==> config.mk <==
export PLATFORM = sky130hd
export DESIGN_NAME = srb_bank3
export DESIGN_NICKNAME = d
export VERILOG_FILES = /design/src/rtl/srb_pkg.sv /design/src/rtl/srb_bank3.sv
export SDC_FILE = /design/constraint.sdc
export NUM_CORES = 1
export LEC_CHECK = 0
export ABC_AREA = 1
export CAP_MARGIN = 20
export CORE_ASPECT_RATIO = 0.75
export CORE_MARGIN = 2
export CORE_UTILIZATION = 60
export DETAILED_ROUTE_END_ITERATION = 16
export DONT_BUFFER_PORTS = 1
export HOLD_SLACK_MARGIN = 0.12
export PLACE_DENSITY = 0.82
export SYNTH_ARGS = -nofsm -noshare
export SYNTH_HDL_FRONTEND = slang
export SYNTH_SLANG_ARGS = --single-unit
==> constraint.sdc <==
create_clock -name clk -period 1.5 [get_ports clk]
set_clock_uncertainty 0.1 [all_clocks]
set_input_delay 0.225 -clock clk [delete_from_list [all_inputs] [get_ports clk]]
set_output_delay 0.225 -clock clk [all_outputs]
set_load 0.02 [all_outputs]
==> src/rtl/srb_pkg.sv <==
// Purpose: shared constants and carriers for the upper special register bank
// Assumes: 9-bit data-memory address, 8-bit data
// Notes: offsets are full data-memory addresses of bank 3
package srb_pkg;
	localparam logic [8:0] ADDR_INDIRECT_DATA_PORT = 9'h180;
	localparam logic [8:0] ADDR_OPTION_CONFIG = 9'h181;
	localparam logic [8:0] ADDR_PC_LOW_BYTE = 9'h182;
	localparam logic [8:0] ADDR_ALU_AND_RESET_FLAGS = 9'h183;
	localparam logic [8:0] ADDR_FILE_SELECT_POINTER = 9'h184;
	localparam logic [8:0] ADDR_PORT_B_DIRECTION = 9'h186;
	localparam logic [8:0] ADDR_PC_HIGH_LATCH = 9'h18a;
	localparam logic [8:0] ADDR_INTERRUPT_CONTROL = 9'h18b;
	localparam logic [8:0] BANK3_BASE = 9'h180;
	localparam logic [8:0] BANK3_LAST = 9'h19f;
	localparam int BIT_CARRY = 0;
	localparam int BIT_NIBBLE = 1;
	localparam int BIT_ZERO = 2;
	localparam int BIT_SLEEP = 3;
	localparam int BIT_WDOG = 4;
	localparam int BIT_PAGE_LO = 5;
	localparam int BIT_PAGE_HI = 6;
	localparam int BIT_IND_PAGE = 7;
	localparam logic [7:0] RST_OPTION_CONFIG = 8'hff;
	localparam logic [7:0] RST_PC_LOW_BYTE = 8'h00;
	localparam logic [7:0] RST_ALU_AND_RESET_FLAGS = 8'h18;
	localparam logic [7:0] RST_FILE_SELECT_POINTER = 8'h00;
	localparam logic [7:0] RST_PORT_B_DIRECTION = 8'hff;
	localparam logic [4:0] RST_PC_HIGH_LATCH = 5'h00;
	localparam logic [7:0] RST_INTERRUPT_CONTROL = 8'h00;

	typedef enum logic [1:0] {ALU_NONE, ALU_ADD, ALU_SUB} srb_alu_op_t;

	// one data-memory access from the instruction datapath
	typedef struct packed {
		logic wrEn;
		logic [8:0] addr;
		logic [7:0] data;
		logic fileClear;
	} srb_access_t;

	// result flag update from the ALU
	typedef struct packed {
		srb_alu_op_t op;
		logic [7:0] a;
		logic [7:0] b;
		logic zeroUpd;
	} srb_alu_t;
endpackage

==> src/rtl/srb_bank3.sv <==
// Purpose: upper special register bank with the arithmetic and reset status register
// Assumes: one access per clock; read data is registered, one cycle after the request
// Notes: memory behind the indirect port sits outside; this block forms its address
//
// Overview of operation
// - status holds flags, reset cause, bank bits
// - any instruction may write status
// - flag-updating ops override written zero/carry bits
// - watchdog and sleep flags ignore writes
// - file clear: page bits zero, zero set
// - subtract drives carries as inverted borrow
// - unimplemented locations read zero
// - page bits decode into four banks
// - watchdog flag: clear on expiry, set on clear or sleep
// - sleep flag: clear on sleep, set on clear
// - nibble carry from bit3, carry from msb
`timescale 1ns/1ps
module srb_bank3 (
	input wire logic clk,
	input wire logic arst_n,
	input wire srb_pkg::srb_access_t acc,
	input wire srb_pkg::srb_alu_t alu,
	input wire logic wdogExpire,
	input wire logic wdogClearOp,
	input wire logic sleepOp,
	input wire logic [7:0] indRdData,
	output logic [7:0] rdData,
	output logic [8:0] indAddr,
	output logic indWrEn,
	output logic [7:0] indWrData,
	output logic [8:0] directBase,
	output logic [7:0] statusOut,
	output logic [7:0] optionOut,
	output logic [7:0] trisOut
);
	import srb_pkg::*;

	logic [7:0] statusReg_r;
	logic [7:0] optionReg_r;
	logic [7:0] pclReg_r;
	logic [7:0] fsrReg_r;
	logic [7:0] trisReg_r;
	logic [4:0] pclathReg_r;
	logic [7:0] intconReg_r;
	logic [7:0] statusReg_nxt;
	logic [8:0] sum;
	logic [4:0] nibbleSum;
	logic [7:0] result;
	logic hitStatus;
	logic hitIndirect;
	logic flagOp;

	assign hitStatus = acc.addr == ADDR_ALU_AND_RESET_FLAGS;
	assign hitIndirect = acc.addr == ADDR_INDIRECT_DATA_PORT;
	assign flagOp = alu.op != ALU_NONE || alu.zeroUpd;

	// subtraction adds the two's complement, so carries come out as not-borrow
	always_comb begin
		logic [7:0] bOp;
		bOp = (alu.op == ALU_SUB) ? ~alu.b : alu.b;
		sum = {1'b0, alu.a} + {1'b0, bOp} + {8'h00, alu.op == ALU_SUB};
		nibbleSum = {1'b0, alu.a[3:0]} + {1'b0, bOp[3:0]} + {4'h0, alu.op == ALU_SUB};
		result = sum[7:0];
	end

	always_comb begin
		statusReg_nxt = statusReg_r;
		if (acc.wrEn && hitStatus) begin
			// page bits follow the write
			statusReg_nxt[7:5] = acc.data[7:5];
			if (!flagOp)
				statusReg_nxt[2:0] = acc.data[2:0];
		end
		if (acc.fileClear && hitStatus) begin
			statusReg_nxt[7:5] = 3'h0;
			statusReg_nxt[BIT_ZERO] = 1'b1;
		end else if (alu.op != ALU_NONE) begin
			// alu result wins over the written value
			statusReg_nxt[BIT_CARRY] = sum[8];
			statusReg_nxt[BIT_NIBBLE] = nibbleSum[4];
			statusReg_nxt[BIT_ZERO] = result == 8'h00;
		end else if (alu.zeroUpd) begin
			statusReg_nxt[BIT_ZERO] = alu.a == 8'h00;
		end
		// reset-cause flags only move on hardware events
		if (wdogExpire)
			statusReg_nxt[BIT_WDOG] = 1'b0;
		else if (wdogClearOp || sleepOp)
			statusReg_nxt[BIT_WDOG] = 1'b1;
		if (sleepOp)
			statusReg_nxt[BIT_SLEEP] = 1'b0;
		else if (wdogClearOp)
			statusReg_nxt[BIT_SLEEP] = 1'b1;
	end

	always_ff @(posedge clk or negedge arst_n) begin
		if (!arst_n)
			statusReg_r <= RST_ALU_AND_RESET_FLAGS;
		else
			statusReg_r <= statusReg_nxt;
	end

	// plain read/write registers; fileClear zeroes them like a write of 0
	always_ff @(posedge clk or negedge arst_n) begin
		if (!arst_n) begin
			optionReg_r <= RST_OPTION_CONFIG;
			pclReg_r <= RST_PC_LOW_BYTE;
			fsrReg_r <= RST_FILE_SELECT_POINTER;
			trisReg_r <= RST_PORT_B_DIRECTION;
			pclathReg_r <= RST_PC_HIGH_LATCH;
			intconReg_r <= RST_INTERRUPT_CONTROL;
		end else if (acc.wrEn || acc.fileClear) begin
			case (acc.addr)
				ADDR_OPTION_CONFIG: optionReg_r <= acc.fileClear ? 8'h00 : acc.data;
				ADDR_PC_LOW_BYTE: pclReg_r <= acc.fileClear ? 8'h00 : acc.data;
				ADDR_FILE_SELECT_POINTER: fsrReg_r <= acc.fileClear ? 8'h00 : acc.data;
				ADDR_PORT_B_DIRECTION: trisReg_r <= acc.fileClear ? 8'h00 : acc.data;
				ADDR_PC_HIGH_LATCH: pclathReg_r <= acc.fileClear ? 5'h00 : acc.data[4:0];
				ADDR_INTERRUPT_CONTROL: intconReg_r <= acc.fileClear ? 8'h00 : acc.data;
				default: ;
			endcase
		end
	end

	// indirect port: address from pointer plus page bit, no storage here
	always_ff @(posedge clk or negedge arst_n) begin
		if (!arst_n) begin
			indAddr <= 9'h000;
			indWrEn <= 1'b0;
			indWrData <= 8'h00;
		end else begin
			indAddr <= {statusReg_nxt[BIT_IND_PAGE], fsrReg_r};
			indWrEn <= (acc.wrEn || acc.fileClear) && hitIndirect;
			indWrData <= acc.fileClear ? 8'h00 : acc.data;
		end
	end

	// read mux; indirect reads register the external memory byte unchanged, like the other entries
	always_ff @(posedge clk or negedge arst_n) begin
		if (!arst_n) begin
			rdData <= 8'h00;
		end else begin
			case (acc.addr)
				ADDR_INDIRECT_DATA_PORT: rdData <= indRdData;
				ADDR_OPTION_CONFIG: rdData <= optionReg_r;
				ADDR_PC_LOW_BYTE: rdData <= pclReg_r;
				ADDR_ALU_AND_RESET_FLAGS: rdData <= statusReg_r;
				ADDR_FILE_SELECT_POINTER: rdData <= fsrReg_r;
				ADDR_PORT_B_DIRECTION: rdData <= trisReg_r;
				ADDR_PC_HIGH_LATCH: rdData <= {3'h0, pclathReg_r};
				ADDR_INTERRUPT_CONTROL: rdData <= intconReg_r;
				default: rdData <= 8'h00;
			endcase
		end
	end

	always_ff @(posedge clk or negedge arst_n) begin
		if (!arst_n) begin
			directBase <= 9'h000;
			statusOut <= RST_ALU_AND_RESET_FLAGS;
			optionOut <= RST_OPTION_CONFIG;
			trisOut <= RST_PORT_B_DIRECTION;
		end else begin
			// bank = page bits: 0x000, 0x080, 0x100, 0x180
			directBase <= {statusReg_nxt[BIT_PAGE_HI:BIT_PAGE_LO], 7'h00};
			statusOut <= statusReg_nxt;
			optionOut <= (acc.wrEn && acc.addr == ADDR_OPTION_CONFIG) ? acc.data : optionReg_r;
			trisOut <= (acc.wrEn && acc.addr == ADDR_PORT_B_DIRECTION) ? acc.data : trisReg_r;
		end
	end

	logic clearStatus;
	assign clearStatus = acc.fileClear && hitStatus;
endmodule

======== After elaboration in Yosys (flattened, before gate mapping) ========
Cells that the tools add are included.
W data, S select, Z words.
word-level totals
  word-level logic and storage cells ...... 72
  register bits after elaboration ......... 97
  output and inout port bits .............. 59
cells by class
  reductions and logical operators ........ 21
  mux-type cells .......................... 19
  add/sub/neg operators ................... 4
  bitwise operators ....................... 1
  eq/ne operators ......................... 10
operator list
  cell                  number
  $eq A9 B9 Y1 const B  8
  $pmux W8 S8           1
  $mux W8               4
  $logic_not A8 Y1      2
  $reduce_and A2 Y1     7
  $mux W3               4
  $add A8 B8 Y9         1
  $add A9 B1 Y9         1
  $not A8 Y8            1
  $mux W1               7
  $reduce_bool A2 Y1    3
  $add A4 B4 Y5         1
  $add A5 B1 Y5         1
  $logic_and A1 B1 Y1   5
  $mux W5               1
  $mux W2               2
  $ne A4 B2 Y1 const B  1
  $reduce_bool A4 Y1    1
  $logic_or A1 B1 Y1    3
  $eq A2 B2 Y1 const B  1

======== Depth between registers and ports, before layout ========
  depth after elaboration ................. 7
  depth in mapped cells ................... 15

======== Worst setup path before layout ========
OpenSTA, ideal clock, no wires.
  path type ............................... input to register
  start ................................... input port alu[17] (netlist bit)
  end ..................................... register statusOut[2]
  data arrival time ....................... 1.736 ns
  setup slack ............................. -0.460 ns
  library setup time ...................... 0.124 ns
  stages .................................. 10
  required time ........................... 1.276 ns
  cells stage by stage .................... inv_1 -> nand2_1 -> xor2_1 -> fa_1 -> nor3_1 -> nor2_1 -> nor2_1 -> nor2_1 -> nand3_1 -> nand3_1
on the way
  cells in the longest elaborated chain, start to end .. 7
ends and longest elaborated chain
  what                  line                              text
  start, declared       srb_bank3.sv:22                   input wire srb_pkg::srb_alu_t alu,
  $eq A2 B2 Y1          srb_bank3.sv:60, srb_bank3.sv:61
  $mux W8               srb_bank3.sv:60                   bOp = (alu.op == ALU_SUB) ? ~alu.b : alu.b;
  $add A8 B8 Y9         srb_bank3.sv:61                   sum = {1'b0, alu.a} + {1'b0, bOp} + {8'h00, alu.op == ALU_SUB};
  $add A9 B1 Y9         srb_bank3.sv:61
  $logic_not A8 Y1      srb_bank3.sv:81                   statusReg_nxt[BIT_ZERO] = result == 8'h00;
  $mux W1               srb_bank3.sv:77                   end else if (alu.op != ALU_NONE) begin
  $mux W1               srb_bank3.sv:74                   if (acc.fileClear && hitStatus) begin
  end signal, assigned  srb_bank3.sv:166                  statusOut <= statusReg_nxt;
  end, declared         srb_bank3.sv:32                   output logic [7:0] statusOut,
Several ways; a longest one is shown, not always the timed one.
A chain may end at the register's enable or synchronous reset.

======== Final worst setup path ========
Ends and elaborated chain as after synthesis.

==> results_dict.tcl <==
set metrics [dict create \
    cp.required_ns 1.70 \
    cts_buffers 9 \
    wirelength_mm 12.2 \
    grt_use_total_pct 29.8 \
    grt-ovfl-total 0 \
    dp_cells 648 \
    clk_latency_ns 0.37 \
    tritoncts "done" \
    ys.warnings.count 0 \
    reg2reg_from "statusOut[4]" \
    fmax_mhz 647 \
    power_frac_clock_pct 35.1 \
    via_count 3980 \
    cts_sinks 94 \
    hold_ws_ns -0.570 \
    cp_cell_sequence "inv_16 > nand2_8 > xnor2_2 > ha_4 > buf_4 > buf_4 > xor2_1 > nand3_1 > nor2_2 > nand3_1 > nor2_1 > nand3_1 > nand3_1" \
    cp-start-kind "input pin" \
    tns_ns -0.0450 \
    fp.dieArea_mm2 0.00835 \
    crit_family "simple AND/OR/NAND/NOR gates" \
    rows 27 \
    period_minus_slack_ns 1.55 \
    syn_avg_cell_area_um2 8.78 \
    fin_cells 707 \
    intPower_mw 3.92 \
    path_class "in2reg" \
    post_drt_wl_per_cell_um 17.3 \
    cts-root-buf "clkbuf_8" \
    die_w_um 105 \
    drive_gt1_share_pct 22.4 \
    drc 0 \
    drt_iter0_markers 369 \
    area_growth_pct 25.3 \
    final_common_cell "nand2_1" \
    place_hpwl_mm 8.36 \
    diodes 0 \
    finalCritPeriodShare_pct 103 \
    synth_cell_type_count 42 \
    yosysSeqAreaShare_pct 52.4 \
    ir_drop_mv 0.713 \
    finalWorstSetupSlack_ns -0.0450 \
    critical_path_buf_inv_count 3 \
    postSynthRegisterBits 94 \
    leakage_nw 2.68 \
    grt_pass1_vias 3879 \
    power_frac_seq_pct 51.1 \
    htreeDepth 3 \
    viasPerCell 5.63 \
    drv_slew 0 \
    clkSlewWorstSetupHoldPaths_ns 0.10 \
    grt_setup_unrepaired "yes" \
    die_y_um 79.6 \
    slowest_stage "ha_4" \
    cp.arrival_ns 1.75 \
    combPwrFrac_pct 13.8 \
    critical_path.startpoint "alu[17]" \
    swShare_pct 26.6 \
    postSynthCellCount 521 \
    synthArstFlopShare_pct 100 \
    core-area_mm2 0.00736 \
    cpMostUsedCell "nand3_1" \
    power.switching_mw 1.42 \
    final_cell_mix "133 x nand2_1, 61 x inv_1, 60 x dfrtp_1, 41 x dlygate4sd3_1, 37 x nor2_1" \
    crit_path_end_kind "flop" \
    outcome "finished with violations" \
    fin_nets 662 \
    antenna_found_initial 0 \
    power.density_mw_per_mm2 932 \
    start_util_pct 62.1 \
    grt_max_degree 95 \
    gp_congestion 0.865 \
    drt-pass1-iter-count 6 \
    report.final.setup_viol 1 \
    clock_path_buffers 2 \
    ios 110 \
    syn-cell-area_mm2 0.00457 \
    grt_pass1_wl_mm 19.2 \
    portBuffers 0 \
    hold_viol 94 \
    synth_edf_count 0 \
    critPathMaxFanout 5 \
    hp-class "in2async" \
    synth_flop_cell "dfrtp_1" \
    cap_violations 0 \
    antenna_left 0 \
    hold_buffers 41 \
    failed_checks "negative hold slack, negative setup slack" \
    critPathMaxStageDelay_ns 0.26 \
]
## final cells by class
class / count / area [um2]
sequential: 94 / 2390
inverter: 67 / 268
clock buffer: 10 / 128
tap: 101 / 126
timing repair buffer: 80 / 748
fill: 506 / 1630
multi-input combinational: 349 / 1970
clock inverter: 6 / 92.6
## cell families (layout without fill, tap and decap cells)
group                      after synthesis  after routing  share of synthesized area (%)
xor gates and xnor gates                 9              9                           1.72
DFF                                     94             94                           52.4
other                                    1              7                         0.0820
adders and majority gates               10             10                           2.90
and+or+nand+nor                        221            221                           22.0
AOI/OAI and AO/OA                      102            102                           12.4
buffers and inverters                   84            163                           8.56
## path summary, 6_finish.rpt
path | end | slack (ns) | depth (start not counted)
setup / recovery | statusOut[2] | -0.05 | 13
min in group clk | trisOut[4] | 0.13 | 4
setup reg to reg | rdData[4] | 0.32 | 4
hold reg to reg | indAddr[4] | 0.30 | 0
max in group asynchronous | trisReg_r[1] | 1.64 | 0
hold / removal | indWrData[4] | -0.57 | 0
## registers in the layout, indices dropped and copies added (netlist names), 7 cells and up
register	flops
fsrReg_r	8
optionOut	8
trisOut	8
trisReg_r	8
pclReg_r	8
rdData	8
indAddr	8
statusOut	7
optionReg_r	8
indWrData	8
intconReg_r	8
## Yosys cell counts (2+ instances only)
cell,n,area [um2]
o21ai_1,35,175
xor2_1,2,17.5
dfstp_2,34,893
ha_1,9,113
nand4_1,5,31.3
inv_1,63,236
nand3b_1,2,15.0
buf_6,4,45.0
nor2_2,2,12.5
inv_2,4,15.0
xnor2_1,7,61.3
o21ai_2,6,52.6
a22oi_1,2,15.0
dfrtp_1,60,1500
nor2_4,2,22.5
nand2_2,5,31.3
o21ai_0,35,175
a21oi_1,12,60.1
nor3_4,2,32.5
nor3_1,4,20.0
a211oi_1,5,37.5
nand3_1,15,75.1
nor2_1,38,143
o211ai_1,2,15.0
o22ai_1,2,12.5
buf_4,12,90.1
nand2_1,137,514
## metrics by stage
step / hold WS (ns) / cell area (um2) / utilization [%] / setup slack (ns) / power (mW)
after global routing: -0.592 / 5730 / 77.8 / -0.0925 / 5.53
after detailed placement: -0.168 / 4950 / 67.3 / -0.352 / 3.31
final: -0.570 / 5730 / 77.8 / -0.0450 / 5.34
after CTS: -0.574 / 5580 / 75.8 / 0.0193 / 5.24
after global placement: -0.168 / 4950 / 67.3 / -0.323 / 3.29
after floorplan: -0.171 / 4650 / - / -0.215 / 3.14
## layer usage
layer	vias up	wire length, um	global-route usage [%]
li1	1823	-	-
met1	1929	5200	40.7
met2	211	5640	48.1
met3	17	1230	8.33
met4	0	156	6.40
met5	-	0	0
## repair_timing
action,4_1_cts,5_1_grt
resized for setup,0,22
buffers inserted,0,2
setup endpoints to repair,0,23
endpoints found under the hold margin,170,94
## power groups by stage
stage	Combinational, mW	Sequential (mW)	Clock, mW
global route	0.802	2.73	2.00
floorplan	0.389	2.75	0
global placement	0.522	2.77	0
CTS	0.631	2.73	1.88
detailed placement	0.537	2.77	0
finish	0.736	2.73	1.88
Note: power is estimated with default switching activity, not from simulation.
